<file path="src/common/dlc_defines.svh">
`ifndef DLC_DEFINES_SVH
`define DLC_DEFINES_SVH

// ----------------------------------------------------------------------------
// Register offsets (byte addresses)
// ----------------------------------------------------------------------------
`define DLC_ADDR_CH2_CTRL    8'h51
`define DLC_ADDR_CH1_CODE    8'h58
`define DLC_ADDR_CH2_CODE    8'h59
`define DLC_ADDR_CH1_UPPER   8'h60
`define DLC_ADDR_CH2_UPPER   8'h61
`define DLC_ADDR_CH1_LOWER   8'h68
`define DLC_ADDR_CH2_LOWER   8'h69
`define DLC_ADDR_STATUS      8'h70

// ----------------------------------------------------------------------------
// Field positions
// ----------------------------------------------------------------------------
`define DLC_CTRL_ENABLE_BIT  2
`define DLC_CTRL_OFFSET_HI   1
`define DLC_CTRL_OFFSET_LO   0
`define DLC_CTRL_USED_MASK   8'h07
`define DLC_STAT_LOADED_BIT  0
`define DLC_STAT_CH1_ON_BIT  1
`define DLC_STAT_CH2_ON_BIT  2

// ----------------------------------------------------------------------------
// Reset values
// ----------------------------------------------------------------------------
`define DLC_RST_CODE         8'h7f
`define DLC_RST_CTRL         8'h00
`define DLC_RST_UPPER        8'h00
`define DLC_RST_LOWER        8'hff

// ----------------------------------------------------------------------------
// Startup image of the limit store and its slot order
// ----------------------------------------------------------------------------
`define DLC_NV_UPPER         8'hff
`define DLC_NV_LOWER         8'h00
`define DLC_SLOT_CH1_UPPER   2'h0
`define DLC_SLOT_CH2_UPPER   2'h1
`define DLC_SLOT_CH1_LOWER   2'h2
`define DLC_SLOT_CH2_LOWER   2'h3

`endif

</file>
<file path="src/common/dlc_pkg.sv">
`default_nettype none

package dlc_pkg;

    // One register byte.
    typedef logic [7:0] dlc_byte_t;

    // Startup loader states.
    typedef enum logic [1:0] {
        LD_REQ,
        LD_CAPT,
        LD_DONE
    } dlc_load_e;

endpackage

`default_nettype wire

</file>
<file path="src/rtl/dlc_clamp.sv">
`timescale 1ns/1ps
`default_nettype none

// Limits one channel code between its lower and upper bounds.
module dlc_clamp
    import dlc_pkg::*;
(
    input  wire dlc_byte_t i_code,
    input  wire dlc_byte_t i_upper,
    input  wire dlc_byte_t i_lower,
    output var  dlc_byte_t o_code,
    output var  logic      o_inverted
);

    // ------------------------------------------------------------------------
    // Comparisons
    // ------------------------------------------------------------------------
    wire logic above_w = i_code > i_upper;
    wire logic below_w = i_code < i_lower;

    // Upper bound is checked first; when both apply the bounds are inverted
    // and the channel is off, but the upper bound still reaches the code output.
    assign o_code = above_w ? i_upper :
                    below_w ? i_lower :
                    i_code;
    assign o_inverted = i_lower > i_upper;

endmodule // dlc_clamp
`default_nettype wire

</file>
<file path="src/rtl/dlc_limit_store.sv">
`timescale 1ns/1ps
`default_nettype none
`include "dlc_defines.svh"

// Nonvolatile image of the four limit bytes; read data come from a register.
module dlc_limit_store
    import dlc_pkg::*;
#(
    parameter dlc_byte_t CH1_UPPER = `DLC_NV_UPPER,
    parameter dlc_byte_t CH2_UPPER = `DLC_NV_UPPER,
    parameter dlc_byte_t CH1_LOWER = `DLC_NV_LOWER,
    parameter dlc_byte_t CH2_LOWER = `DLC_NV_LOWER
) (
    input  wire logic       i_clk,
    input  wire logic [1:0] i_addr,
    output var  dlc_byte_t  o_rdata
);

    // ------------------------------------------------------------------------
    // Storage and registered read
    // ------------------------------------------------------------------------
    dlc_byte_t mem_w [4];
    dlc_byte_t rdata_ff;

    assign mem_w[`DLC_SLOT_CH1_UPPER] = CH1_UPPER;
    assign mem_w[`DLC_SLOT_CH2_UPPER] = CH2_UPPER;
    assign mem_w[`DLC_SLOT_CH1_LOWER] = CH1_LOWER;
    assign mem_w[`DLC_SLOT_CH2_LOWER] = CH2_LOWER;

    // One cycle of read latency, like a real array.
    always_ff @(posedge i_clk) begin
        rdata_ff <= mem_w[i_addr];
    end

    assign o_rdata = rdata_ff;

endmodule // dlc_limit_store
`default_nettype wire

</file>
<file path="src/rtl/dlc_top.sv">
`timescale 1ns/1ps
`default_nettype none
`include "dlc_defines.svh"

module dlc_top
    import dlc_pkg::*;
(
    input  wire logic       i_clk,
    input  wire logic       i_rst,
    input  wire logic [7:0] i_addr,
    input  wire dlc_byte_t  i_wdata,
    input  wire logic       i_wr,
    input  wire logic       i_rd,
    output var  dlc_byte_t  o_rdata,
    output var  dlc_byte_t  o_ch1_code,
    output var  logic       o_ch1_on,
    output var  dlc_byte_t  o_ch2_code,
    output var  logic       o_ch2_on,
    output var  logic [1:0] o_ch2_offset_sel,
    output var  logic       o_load_done
);

    // ------------------------------------------------------------------------
    // Address decode
    // ------------------------------------------------------------------------
    function automatic logic hit(input logic [7:0] addr, input logic [7:0] reg_addr);
        hit = (addr == reg_addr);
    endfunction

    wire logic wr_ctrl2_w  = i_wr && hit(i_addr, `DLC_ADDR_CH2_CTRL);
    wire logic wr_code1_w  = i_wr && hit(i_addr, `DLC_ADDR_CH1_CODE);
    wire logic wr_code2_w  = i_wr && hit(i_addr, `DLC_ADDR_CH2_CODE);
    wire logic wr_upper1_w = i_wr && hit(i_addr, `DLC_ADDR_CH1_UPPER);
    wire logic wr_upper2_w = i_wr && hit(i_addr, `DLC_ADDR_CH2_UPPER);
    wire logic wr_lower1_w = i_wr && hit(i_addr, `DLC_ADDR_CH1_LOWER);
    wire logic wr_lower2_w = i_wr && hit(i_addr, `DLC_ADDR_CH2_LOWER);

    // ------------------------------------------------------------------------
    // Registers
    // ------------------------------------------------------------------------
    dlc_byte_t ctrl2_ff;
    dlc_byte_t code1_ff;
    dlc_byte_t code2_ff;
    dlc_byte_t upper1_ff;
    dlc_byte_t upper2_ff;
    dlc_byte_t lower1_ff;
    dlc_byte_t lower2_ff;
    dlc_byte_t rdata_ff;
    dlc_byte_t out_code1_ff;
    dlc_byte_t out_code2_ff;
    logic      out_on1_ff;
    logic      out_on2_ff;

    // ------------------------------------------------------------------------
    // Startup limit loader
    // ------------------------------------------------------------------------
    dlc_load_e load_state_ff;
    dlc_load_e nxt_load_state;
    logic [1:0] slot_ff;
    logic [1:0] nxt_slot;
    dlc_byte_t  nv_data_w;

    dlc_limit_store u_store (
        .i_clk   (i_clk),
        .i_addr  (slot_ff),
        .o_rdata (nv_data_w)
    );

    wire logic capt_w    = (load_state_ff == LD_CAPT);
    wire logic loaded_w  = (load_state_ff == LD_DONE);
    wire logic ld_up1_w  = capt_w && (slot_ff == `DLC_SLOT_CH1_UPPER);
    wire logic ld_up2_w  = capt_w && (slot_ff == `DLC_SLOT_CH2_UPPER);
    wire logic ld_lo1_w  = capt_w && (slot_ff == `DLC_SLOT_CH1_LOWER);
    wire logic ld_lo2_w  = capt_w && (slot_ff == `DLC_SLOT_CH2_LOWER);

    // Each slot takes a request cycle and a capture cycle; the store's read
    // latency is the reason for the split.
    always_comb begin
        nxt_load_state = load_state_ff;
        nxt_slot       = slot_ff;
        case (load_state_ff)
            LD_REQ: begin
                nxt_load_state = LD_CAPT;
            end
            LD_CAPT: begin
                if (slot_ff == `DLC_SLOT_CH2_LOWER) begin
                    nxt_load_state = LD_DONE;
                end else begin
                    nxt_load_state = LD_REQ;
                    nxt_slot       = slot_ff + 2'h1;
                end
            end
            LD_DONE: begin
                nxt_load_state = LD_DONE;
            end
            default: begin
                nxt_load_state = LD_REQ;
                nxt_slot       = 2'h0;
            end
        endcase
    end

    // Loader state; it runs once after each reset.
    always_ff @(posedge i_clk) begin
        if (i_rst) begin
            load_state_ff <= LD_REQ;
            slot_ff       <= 2'h0;
        end else begin
            load_state_ff <= nxt_load_state;
            slot_ff       <= nxt_slot;
        end
    end

    // ------------------------------------------------------------------------
    // Software registers
    // ------------------------------------------------------------------------
    // Codes and control; only the three used control bits are stored.
    always_ff @(posedge i_clk) begin
        if (i_rst) begin
            ctrl2_ff <= `DLC_RST_CTRL;
            code1_ff <= `DLC_RST_CODE;
            code2_ff <= `DLC_RST_CODE;
        end else begin
            if (wr_ctrl2_w) ctrl2_ff <= i_wdata & `DLC_CTRL_USED_MASK;
            if (wr_code1_w) code1_ff <= i_wdata;
            if (wr_code2_w) code2_ff <= i_wdata;
        end
    end

    // Limits reset to an inverted pair, so both outputs stay off until the
    // first startup capture; channel one comes on once its upper limit lands,
    // before its lower limit. A startup capture beats a bus write.
    always_ff @(posedge i_clk) begin
        if (i_rst) begin
            upper1_ff <= `DLC_RST_UPPER;
            upper2_ff <= `DLC_RST_UPPER;
            lower1_ff <= `DLC_RST_LOWER;
            lower2_ff <= `DLC_RST_LOWER;
        end else begin
            if (ld_up1_w) upper1_ff <= nv_data_w;
            else if (wr_upper1_w) upper1_ff <= i_wdata;
            if (ld_up2_w) upper2_ff <= nv_data_w;
            else if (wr_upper2_w) upper2_ff <= i_wdata;
            if (ld_lo1_w) lower1_ff <= nv_data_w;
            else if (wr_lower1_w) lower1_ff <= i_wdata;
            if (ld_lo2_w) lower2_ff <= nv_data_w;
            else if (wr_lower2_w) lower2_ff <= i_wdata;
        end
    end

    // ------------------------------------------------------------------------
    // Clamp and output gating
    // ------------------------------------------------------------------------
    dlc_byte_t lim_code1_w;
    dlc_byte_t lim_code2_w;
    logic      inv1_w;
    logic      inv2_w;

    dlc_clamp u_clamp1 (
        .i_code     (code1_ff),
        .i_upper    (upper1_ff),
        .i_lower    (lower1_ff),
        .o_code     (lim_code1_w),
        .o_inverted (inv1_w)
    );

    dlc_clamp u_clamp2 (
        .i_code     (code2_ff),
        .i_upper    (upper2_ff),
        .i_lower    (lower2_ff),
        .o_code     (lim_code2_w),
        .o_inverted (inv2_w)
    );

    // Channel one has no enable bit here, so only its limits gate it.
    wire logic on1_w = !inv1_w;
    wire logic on2_w = ctrl2_ff[`DLC_CTRL_ENABLE_BIT] && !inv2_w;

    // Converter codes and on flags are registered: one cycle after any change; the offset select is not.
    always_ff @(posedge i_clk) begin
        if (i_rst) begin
            out_code1_ff <= `DLC_RST_CODE;
            out_code2_ff <= `DLC_RST_CODE;
            out_on1_ff   <= 1'b0;
            out_on2_ff   <= 1'b0;
        end else begin
            out_code1_ff <= lim_code1_w;
            out_code2_ff <= lim_code2_w;
            out_on1_ff   <= on1_w;
            out_on2_ff   <= on2_w;
        end
    end

    assign o_ch1_code       = out_code1_ff;
    assign o_ch2_code       = out_code2_ff;
    assign o_ch1_on         = out_on1_ff;
    assign o_ch2_on         = out_on2_ff;
    assign o_ch2_offset_sel = ctrl2_ff[`DLC_CTRL_OFFSET_HI:`DLC_CTRL_OFFSET_LO];
    assign o_load_done      = loaded_w;

    // ------------------------------------------------------------------------
    // Read path
    // ------------------------------------------------------------------------
    dlc_byte_t status_w;
    dlc_byte_t rd_mux_w;

    assign status_w = {5'h00, out_on2_ff, out_on1_ff, loaded_w};
    assign rd_mux_w =
        hit(i_addr, `DLC_ADDR_CH2_CTRL)  ? ctrl2_ff  :
        hit(i_addr, `DLC_ADDR_CH1_CODE)  ? code1_ff  :
        hit(i_addr, `DLC_ADDR_CH2_CODE)  ? code2_ff  :
        hit(i_addr, `DLC_ADDR_CH1_UPPER) ? upper1_ff :
        hit(i_addr, `DLC_ADDR_CH2_UPPER) ? upper2_ff :
        hit(i_addr, `DLC_ADDR_CH1_LOWER) ? lower1_ff :
        hit(i_addr, `DLC_ADDR_CH2_LOWER) ? lower2_ff :
        hit(i_addr, `DLC_ADDR_STATUS)    ? status_w  : 8'h00;

    // Data stand only in the cycle after the strobe; zero otherwise.
    always_ff @(posedge i_clk) begin
        if (i_rst) begin
            rdata_ff <= 8'h00;
        end else begin
            rdata_ff <= i_rd ? rd_mux_w : 8'h00;
        end
    end

    assign o_rdata = rdata_ff;
endmodule // dlc_top
`default_nettype wire

</file>
<file path="config.mk">
export PLATFORM = sky130hd
export DESIGN_NAME = dlc_top
export DESIGN_NICKNAME = d
export VERILOG_FILES = /design/src/common/dlc_pkg.sv /design/src/rtl/dlc_clamp.sv /design/src/rtl/dlc_limit_store.sv /design/src/rtl/dlc_top.sv
export VERILOG_INCLUDE_DIRS = /design/src /design/src/common
export SDC_FILE = /design/constraint.sdc
export NUM_CORES = 1
export LEC_CHECK = 0
export BUFFER_PORTS_ARGS = -buffer_cell sky130_fd_sc_hd__buf_4
export CORE_ASPECT_RATIO = 2
export CORE_MARGIN = 2
export CORE_UTILIZATION = 50
export CTS_CLUSTER_SIZE = 8
export DETAILED_ROUTE_END_ITERATION = 16
export HOLD_SLACK_MARGIN = 0.1
export PLACE_DENSITY = 0.76
export SLEW_MARGIN = 20
export SYNTH_ARGS = -nofsm -noshare
export SYNTH_HDL_FRONTEND = slang
export SYNTH_SLANG_ARGS = --single-unit
</file>
<file path="constraint.sdc">
create_clock -name i_clk -period 4.7 [get_ports i_clk]
set_clock_uncertainty 0.15 [all_clocks]
set_input_delay 0.94 -clock i_clk [delete_from_list [all_inputs] [get_ports i_clk]]
set_output_delay 0.94 -clock i_clk [all_outputs]
set_load 0.02 [all_outputs]
</file>
==> flow_summary.json, run 1 <==
{
  "status": "finished, final reports clean",
  "via_per_inst": 6.241,
  "wl_per_cell_um": 20.88,
  "fin_crit_ns": 3.030,
  "synth_area_leaders": "dfxtp_1 (32%), ha_1 (12%), nor2_1 (4.4%)",
  "synth_compound_area_share_pct": 26.61,
  "wl_mm": 16.27,
  "seq_area_um2": 1642,
  "antennaDiodeCount": 0,
  "drv_slew": 0,
  "fmax_ghz": 0.3301,
  "cts_max_level": 3,
  "synth-xor-area-share_pct": 0,
  "drtIter0Drc": 412,
  "finalCritPeriodShare_pct": 64.46,
  "grt_start_max_net_pins": 78,
  "initial_core_util_pct": 50.86,
  "drc_errors": 0,
  "p_per_area_nw_per_um2": 304.5,
  "critical_path_class": "in2reg",
  "synth_mux_area_share_pct": 2.013,
  "rows": 52,
  "final_util_pct": 57.57,
  "dr.pass1.iters": 5,
  "fill_cells": 964,
  "rrSetupSlack_ns": 2.13,
  "drive_gt1_share_pct": 15.99,
  "grt_overflow": 0,
  "final-setup-viol-count": 0,
  "rsz0062_at_grt": "false",
  "syn_area_um2": 5096,
  "yosys.area.top_type": "dfxtp_1",
  "timing.rr.start": "lower2_ff[5]$_SDFFE_PP1P_",
  "clk_root_buffer_cell": "clkbuf_16",
  "vdd_ir_drop_max_mv": 0.1926,
  "holdPathStages": 1,
  "reg2reg_to": "o_ch2_code[7]$_SDFF_PP0_",
  "p_leak_nw": 2.579,
  "synth-simple-area-share_pct": 20.28,
  "syn_to_final_growth_pct": 13.18,
  "crit_fanout": 16,
  "io_pins": 49,
  "yosysWarningCount": 0,
  "cts_sinks": 82,
  "die_y_um": 146.8,
  "grt_usage_pct": 31.30,
  "ys_types": 50,
  "ant_nets": 0,
  "final_hold_viol_count": 0,
  "first_global_vias": 4793,
  "startpoint": "i_addr[2]",
  "required_ns": 4.80,
  "yosys.area.top_type_share_pct": 32.21,
  "port_buffers": 48,
  "multi_input_area_um2": 3118,
  "hold_path_startpoint": "slot_ff[1]$_SDFFE_PP0P_",
  "clk_pin_slew_ns": 0.07,
  "tightest_slew_ns": 0.9686,
  "arrival_ns": 3.13,
  "dpl.hpwl_mm": 12.14,
  "synth_top_family_by_area": "compound AO/OA/AOI/OAI gates",
  "synth_cells": 612,
  "die-area_um2": 11060,
  "cp-end-kind": "flop",
  "grt_pass1_wl_mm": 25.61,
  "gp_congestion": 0.9730,
  "grt_antenna_before_repair": 0,
  "hold_class": "reg2reg",
  "ys_ff_latch": 82,
  "clock_latency_ns": 0.35,
  "vias": 4862,
  "cts_setup_buffers": 0,
  "cts_made_buffers": 9,
  "ys_seq_area_share_pct": 32.21,
  "cts_buffer_depth": 2,
  "avgSynthCellArea_um2": 8.327,
  "nets": 709,
  "fin_setup_tns_ns": 0,
  "hold_end": "u_store.o_rdata[6]$_DFF_P_",
  "cts_hold_repair.buffers": 0,
  "synthesis.nets": 682,
  "cts_resized": 0,
  "die_w_um": 75.39,
  "reg2reg_depth": 7,
  "tritoncts": "built",
  "cap_violations": 0,
  "timing.max_slew.rel_slack_pct": 34.83,
  "start_kind": "input port",
  "design.core.area_um2": 10020,
  "yosys.area_share.adder_pct": 12.28
}
==> stage by stage <==
step           std cells  cell area [um2]  power, mW  hold WS, ns  setup WS (ns)
5_1_grt              779             5768      1.824       0.3565          1.443
4_1_cts              779             5768      1.756       0.3236          1.713
2_1_floorplan        612             5096     0.9630       0.2768          1.991
3_3_place_gp         763             5477      1.058       0.2847          1.480
6_report             779             5768      1.756       0.3223          1.670
3_5_place_dp         763             5477      1.068       0.3081          1.353
==> layer usage <==
| metal | GRT usage, % | vias up | part of all wire (%) |
|---|---|---|---|
| li1 | - | 2281 | - |
| met1 | 33.02 | 2231 | 34 |
| met2 | 52.04 | 262 | 51 |
| met3 | 5.761 | 88 | 7.2 |
| met4 | 24.04 | 0 | 8.1 |
| met5 | 0 | - | 0 |
==> cells in the final DEF, fill, tap and decap left out, types with 6 or more instances in the layout <==
cell       count
o21ai_0       35
nand3b_1      17
a21o_1        10
o21a_1         9
inv_1         50
buf_4         48
nor4_1        19
clkbuf_16      9
nand2_1       41
a211oi_1      14
nor2_1        60
a31oi_1       34
a211o_1       14
a22oi_1        8
a31o_2         7
nand2b_1       8
mux2i_1        8
a21oi_1       28
nand3_1       12
dfxtp_1       82
nor3_1         6
ha_1          50
or2_2         18
==> worst max path at each step <==
stage	endpoint	slack (ns)	cells after the start
6_report	upper1_ff[3]$_SDFFE_PP0P_	1.67	6
5_1_grt	upper2_ff[2]$_SDFFE_PP0P_	1.44	6
4_1_cts	upper1_ff[3]$_SDFFE_PP0P_	1.71	6
3_5_place_dp	upper2_ff[4]$_SDFFE_PP0P_	1.35	6
3_3_place_gp	upper2_ff[5]$_SDFFE_PP0P_	1.48	6
2_1_floorplan	code2_ff[5]$_SDFFE_PP1P_	1.99	6
==> report_power, final <==
part / internal [mW] / total [mW] / switching [mW]
sequential: 0.730 / 0.763 / 0.0326
clock: 0.374 / 0.697 / 0.323
combinational: 0.115 / 0.297 / 0.181
==> Yosys cell counts (all sizes together) <==
cell / count
o41ai: 5
mux2: 2
a21o: 10
a31o: 7
or3: 2
dfxtp: 82
and3: 3
o2111a: 1
o21ba: 2
a22o: 5
nor4b: 2
a311oi: 2
nor2b: 5
nand4bb: 1
inv: 50
a22oi: 8
a32oi: 1
a31oi: 34
and2: 1
or2: 20
a2111o: 2
buf: 12
nand2b: 8
nor3: 7
ha: 50
nor2: 60
nand2: 41
a21oi: 28
o21bai: 1
nand3: 12
o2bb2ai: 2
nor4: 19
a211oi: 18
o21a: 9
a211o: 14
nand4: 3
clkbuf: 20
a221oi: 1
o21ai: 37
mux2i: 8
nand3b: 17
==> kinds of logic after synthesis <==
| kind of cell | Yosys count |
|---|---|
| compound gates | 187 |
| fa+ha+maj | 50 |
| buf+inv | 82 |
| flops | 82 |
| mux | 10 |
| simple gates | 201 |
==> critical path, cell delays in order <==
cell,delay (ns)
buf_4,0.11
or2_1,0.40
or2_0,0.54
o41ai_4,0.78
nor2_1,0.08
a211oi_1,0.27
==> sequential cells by signal, summed over array words and instances, names as in the netlist, 2 cells and up <==
| name | cells |
|---|---|
| code1_ff | 8 |
| code2_ff | 8 |
| lower1_ff | 8 |
| lower2_ff | 8 |
| o_ch1_code | 8 |
| o_ch2_code | 8 |
| o_rdata | 8 |
| upper1_ff | 8 |
| upper2_ff | 8 |
| ctrl2_ff | 3 |
| load_state_ff | 2 |
| slot_ff | 2 |
==> final cells by class <==
class | instances | share of cell area (%)
multi-input combinational | 448 | 54.06
sequential | 82 | 28.46
timing repair buffer | 48 | 6.247
clock buffer | 9 | 3.905
inverter | 50 | 3.254
tap | 135 | 2.928
clock inverter | 7 | 1.150
Power figures use the tool's default switching activity.
==> run 2: changes to the inputs <==
==> constraint.sdc (replaced) <==
create_clock -name i_clk -period 2.8 [get_ports i_clk]
set_clock_uncertainty 0.15 [all_clocks]
set_input_delay 0.56 -clock i_clk [delete_from_list [all_inputs] [get_ports i_clk]]
set_output_delay 0.56 -clock i_clk [all_outputs]
set_load 0.02 [all_outputs]
==> run 2 against run 1 <==
Global-route usage increased by 2.5 points. Utilization increased by 2.8 points. Via count increased by 4.9%. Critical path type is now reg2reg. Critical endpoint is now o_ch2_code[7]$_SDFF_PP0_. Largest cell class unchanged. Highest routed layer unchanged.
==> flow_summary.json, run 2 (synthesized netlist as in run 1, its figures left out) <==
{
  "status": "finished, final reports clean",
  "grt_start_max_net_pins": 40,
  "dp.cells": 798,
  "cp-end-kind": "flop",
  "cap_violations": 0,
  "drc_errors": 0,
  "initial_core_util_pct": 50.86,
  "final_common_cell": "buf_4",
  "grt_pass1_wl_mm": 27.16,
  "cts_resized": 0,
  "reg2reg_to": "o_ch2_code[7]$_SDFF_PP0_",
  "required_ns": 2.90,
  "finalCritPeriodShare_pct": 87.79,
  "holdPathStages": 1,
  "cts_hold_repair.buffers": 0,
  "nets": 744,
  "rows": 52,
  "grt_antenna_before_repair": 0,
  "tightest_slew_ns": 0.6998,
  "vdd_ir_drop_max_mv": 0.2866,
  "rsz0062_at_grt": "false",
  "p_per_area_nw_per_um2": 498.1,
  "io_pins": 49,
  "fin_crit_ns": 2.458,
  "rrSetupSlack_ns": 0.34,
  "fin_setup_tns_ns": 0,
  "drtIter0Drc": 432,
  "final_hold_viol_count": 0,
  "first_global_vias": 4953,
  "wl_mm": 17.77,
  "layout_common_cells": "buf_4 (83), dfxtp_1 (82), nor2_1 (60), inv_1 (50), ha_1 (50)",
  "p_leak_nw": 2.740,
  "crit_fanout": 9,
  "arrival_ns": 2.56,
  "instances_no_fill": 814,
  "start_kind": "flop",
  "tritoncts": "built",
  "cts_made_buffers": 9,
  "port_buffers": 48,
  "dpl.hpwl_mm": 13.42,
  "cts_buffer_depth": 2,
  "drive_gt1_share_pct": 20.18,
  "final-setup-viol-count": 0,
  "critical_path_class": "reg2reg",
  "antennaDiodeCount": 0,
  "hold_path_startpoint": "slot_ff[1]$_SDFFE_PP0P_",
  "reg2reg_depth": 7,
  "clock_latency_ns": 0.34,
  "die_y_um": 146.8,
  "gp_congestion": 1.042,
  "wl_per_cell_um": 21.84,
  "timing.rr.start": "lower2_ff[5]$_SDFFE_PP1P_",
  "grt_overflow": 0,
  "via_per_inst": 6.268,
  "grt_usage_pct": 33.75,
  "ant_nets": 0,
  "timing.max_slew.rel_slack_pct": 52.69,
  "clk_pin_slew_ns": 0.06,
  "die-area_um2": 11060,
  "clk_root_buffer_cell": "clkbuf_16",
  "dr.pass1.iters": 7,
  "syn_to_final_growth_pct": 18.63,
  "design.core.area_um2": 10020,
  "die_w_um": 75.39,
  "cts_sinks": 82,
  "fmax_ghz": 0.4068,
  "drv_slew": 0,
  "hold_end": "u_store.o_rdata[6]$_DFF_P_",
  "cts_setup_buffers": 0,
  "cts_max_level": 3,
  "vias": 5102,
  "hold_class": "reg2reg"
}
## run 2: worst max-delay path by stage
stage                                         start                         to  slack (ns)  cells past startpoint
after floorplan                           i_addr[2]   code2_ff[5]$_SDFFE_PP1P_        0.47                      6
after global placement                    i_addr[2]  lower2_ff[4]$_SDFFE_PP1P_        0.16                      7
after detailed placement                  i_addr[2]  lower2_ff[3]$_SDFFE_PP1P_        0.17                      7
after CTS                 lower2_ff[5]$_SDFFE_PP1P_   o_ch2_code[7]$_SDFF_PP0_        0.38                      7
after global routing      lower2_ff[5]$_SDFFE_PP1P_   o_ch2_code[7]$_SDFF_PP0_        0.22                      7
final                     lower2_ff[5]$_SDFFE_PP1P_   o_ch2_code[7]$_SDFF_PP0_        0.34                      7
## run 2: worst max-delay path, stage by stage, from the launching register on
cell and delay, ns:
dfxtp_1 0.43, inv_1 0.07, ha_1 0.31, a2111o_1 0.37, a31oi_1 0.29, o21a_1 0.34
o21ai_0 0.14, a311oi_1 0.27
## run 2: layout make-up
cell class,count,area [um2]
multi-input cells,448,3118
well taps,135,168.9
inverters,50,187.7
clock buffers,12,256.5
flip-flops and latches,82,1642
clock inverters,4,50.05
repair buffers,83,623.1
fillers,935,3974
## run 2: per-stage QoR
| step | area [um2] | power, mW | hold WS (ns) | setup WS [ns] | utilization (%) |
|---|---|---|---|---|---|
| floorplan | 5096 | 1.616 | 0.2768 | 0.4714 | - |
| global placement | 5739 | 1.796 | 0.2849 | 0.1596 | 57.28 |
| detailed placement | 5739 | 1.812 | 0.3189 | 0.1697 | 57.28 |
| CTS | 6046 | 3.010 | 0.3329 | 0.3753 | 60.34 |
| global route | 6046 | 3.118 | 0.3560 | 0.2166 | 60.34 |
| finish | 6046 | 3.011 | 0.3370 | 0.3417 | 60.34 |
## run 2: per-layer routing
metal | track usage (%) | up-vias | wire length [um]
li1 | - | 2346 | -
met1 | 34.83 | 2376 | 5950
met2 | 56.26 | 283 | 8991
met3 | 6.310 | 97 | 1167
met4 | 27.11 | 0 | 1665
met5 | 0 | - | 0
## run 2: power by group
part	internal [mW]	total [mW]	switching (mW)
logic	0.208	0.521	0.313
registers	1.23	1.28	0.0496
clock network	0.738	1.21	0.476
==> run 3: changes to the inputs <==
--- a/config.mk
+++ b/config.mk
@@ -6,6 +6,7 @@
 export SDC_FILE = /design/constraint.sdc
 export NUM_CORES = 1
 export LEC_CHECK = 0
+export ABC_AREA = 1
 export BUFFER_PORTS_ARGS = -buffer_cell sky130_fd_sc_hd__buf_4
 export CORE_ASPECT_RATIO = 2
 export CORE_MARGIN = 2
==> run 3 against run 2 <==
Synthesized area is 2.8% lower. Combinational power fell by 8.3%. Via count down 2.5%.
==> flow_summary.json, run 3 <==
{
  "layout_common_cells": "nand2_1 (111), o21ai_0 (92), dfxtp_1 (82), inv_1 (79), a21oi_1 (73)",
  "async_flop_share_pct": 0,
  "start_kind": "flop",
  "fin_crit_ns": 2.260,
  "cts_made_buffers": 9,
  "multi_input_area_um2": 2834,
  "synthFlopType": "dfxtp_1",
  "final_area_um2": 5659,
  "vdd_ir_drop_max_mv": 0.3302,
  "vias": 4974,
  "drive_gt1_share_pct": 14.01,
  "io_pins": 49,
  "crit_buf_inv": 2,
  "cts_sinks": 82,
  "crit_fanout": 10,
  "finalCritPeriodShare_pct": 80.72,
  "drtIter0Drc": 431,
  "reg2reg_to": "o_ch1_code[1]$_SDFF_PP1_",
  "ys_seq_area_share_pct": 33.15,
  "avgSynthCellArea_um2": 7.240,
  "synthesis.nets": 754,
  "clock_latency_ns": 0.34,
  "clk_pin_slew_ns": 0.06,
  "cpMaxStageDelayCell": "dfxtp_1",
  "final_common_cell": "nand2_1",
  "wl_per_cell_um": 17.30,
  "yosys.area.top_type_share_pct": 33.15,
  "design.core.area_um2": 9699,
  "ys_types": 35,
  "reg2reg_depth": 10,
  "synth_common_cells": "nand2_1 (111), o21ai_0 (92), dfxtp_1 (82)",
  "die_w_um": 74.37,
  "fmax_ghz": 0.4425,
  "rrSetupSlack_ns": 0.54,
  "arrival_ns": 2.38,
  "cp-end-kind": "flop",
  "layout_setup_ws_ns": 0.5400,
  "synth_area_leaders": "dfxtp_1 (33%), ha_1 (13%), o21ai_0 (9.3%)",
  "timing.rr.start": "upper1_ff[1]$_SDFFE_PP0P_",
  "cp.depth": 10,
  "cpMostUsedCell": "nand2_1",
  "first_global_vias": 4722,
  "p_per_area_nw_per_um2": 524.3,
  "dr.pass1.iters": 6,
  "status": "finished, final reports clean",
  "cts_setup_buffers": 0,
  "path_cells": "inv_1, ha_1, a21oi_1, o21ai_0, nand2_1, nand2_1, nand2_1, inv_1, nand2_1, nand3_1",
  "via_per_inst": 5.784,
  "dp_slack_ns": 0.5962,
  "grt_usage_pct": 28.90,
  "drc_errors": 0,
  "hold_class": "reg2reg",
  "synth-edff-count": 0,
  "crit_end": "o_ch1_code[1]$_SDFF_PP1_",
  "gp_congestion": 1.009,
  "grt_antenna_before_repair": 0,
  "rows": 51,
  "dpl.hpwl_mm": 11.57,
  "grt_overflow": 0,
  "crit_path_max_incr_delay_ns": 0.38,
  "cts_max_level": 3,
  "ys_ff_latch": 82,
  "synth_cells": 684,
  "cts_buffer_depth": 2,
  "nets": 793,
  "critical_path_class": "reg2reg",
  "tightest_slew_ns": 0.5158,
  "die_y_um": 144.7,
  "place_area_um2": 5353,
  "initial_core_util_pct": 51.06,
  "synth.most_common_cell": "nand2_1",
  "syn_area_um2": 4952,
  "timing.max_slew.rel_slack_pct": 65.49,
  "cts_hold_repair.buffers": 0,
  "fill_cells": 942,
  "antennaDiodeCount": 0,
  "final_util_pct": 58.35,
  "final-setup-viol-count": 0,
  "rsz0062_at_grt": "false",
  "yosys.area.top_type": "dfxtp_1",
  "seq_area_um2": 1642,
  "cts_resized": 0,
  "startpoint": "upper1_ff[1]$_SDFFE_PP0P_",
  "p_leak_nw": 2.691,
  "whs_ns": 0.3294,
  "die-area_um2": 10760,
  "fin_setup_tns_ns": 0,
  "grt_start_max_net_pins": 39,
  "grt_pass1_wl_mm": 23.43,
  "required_ns": 2.92,
  "yosysWarningCount": 0,
  "tritoncts": "built",
  "port_buffers": 48,
  "ant_nets": 0,
  "crit_family": "simple AND/OR/NAND/NOR gates",
  "wl_mm": 14.88,
  "cap_violations": 0,
  "clk_root_buffer_cell": "clkbuf_16",
  "final_hold_viol_count": 0,
  "drv_slew": 0,
  "syn_to_final_growth_pct": 14.27
}
## run 3: cell count changes in the layout (fill, tap and decap cells not counted), moves of 19 or more
cell	previous run	this run
a31oi_1	34	4
inv_1	50	79
nand3_1	12	66
nor2_1	60	34
buf_4	83	50
nand2_1	41	111
o21ai_0	35	92
nor4_1	19	0
a21oi_1	28	73
## run 3: worst min-delay path by stage
| stage | start | end | slack (ns) | depth (start not counted) |
|---|---|---|---|---|
| after floorplan | slot_ff[1]$_SDFFE_PP0P_ | u_store.o_rdata[6]$_DFF_P_ | 0.27 | 1 |
| after global placement | slot_ff[1]$_SDFFE_PP0P_ | u_store.o_rdata[6]$_DFF_P_ | 0.28 | 1 |
| after detailed placement | slot_ff[1]$_SDFFE_PP0P_ | u_store.o_rdata[6]$_DFF_P_ | 0.32 | 1 |
| after CTS | i_wdata[3] | code2_ff[3]$_SDFFE_PP1P_ | 0.33 | 3 |
| after global routing | i_wdata[3] | code2_ff[3]$_SDFFE_PP1P_ | 0.34 | 3 |
| final | slot_ff[1]$_SDFFE_PP0P_ | u_store.o_rdata[6]$_DFF_P_ | 0.33 | 1 |
## run 3: worst register-to-register path, stage by stage, from the launching register on
cell and delay [ns]:
dfxtp_1 0.38, inv_1 0.11, ha_1 0.35, a21oi_1 0.08, o21ai_0 0.28, nand2_1 0.10
nand2_1 0.07, nand2_1 0.19, inv_1 0.29, nand2_1 0.10, nand3_1 0.10
## run 3: per-layer routing
| layer | vias to the layer above | wire length (um) | GRT usage [%] |
|---|---|---|---|
| li1 | 2387 | - | - |
| met1 | 2296 | 5240 | 30.32 |
| met2 | 234 | 8133 | 52.72 |
| met3 | 57 | 739 | 3.601 |
| met4 | 0 | 764 | 17.20 |
| met5 | - | 0 | 0 |
## run 3: cell type report
class,instances,share of cell area (%)
Tap cell,132,2.918
Clock inverter,4,0.8844
Clock buffer,12,4.532
Timing Repair Buffer,50,6.633
Inverter,89,5.947
Multi-Input combinational cell,491,50.08
Sequential cell,82,29.01
## run 3: per-stage QoR
stage / power (mW) / cells
global route: 3.071 / 860
global placement: 1.754 / 844
floorplan: 1.591 / 684
detailed placement: 1.765 / 844
CTS: 2.964 / 860
finish: 2.967 / 860
## run 3: cells by family after synthesis
group | after synthesis | share of synthesized area (%)
AOI/OAI and AO/OA | 195 | 21.12
and+or+nand+nor | 246 | 23.47
DFF | 82 | 33.15
buffers and inverters | 111 | 9.626
adders and majority gates | 50 | 12.63
## run 3: where the power goes
part,switching [mW],internal (mW),leakage (nW)
clock network,0.482,0.739,0.145
registers,0.0412,1.23,0.671
logic,0.305,0.173,1.88
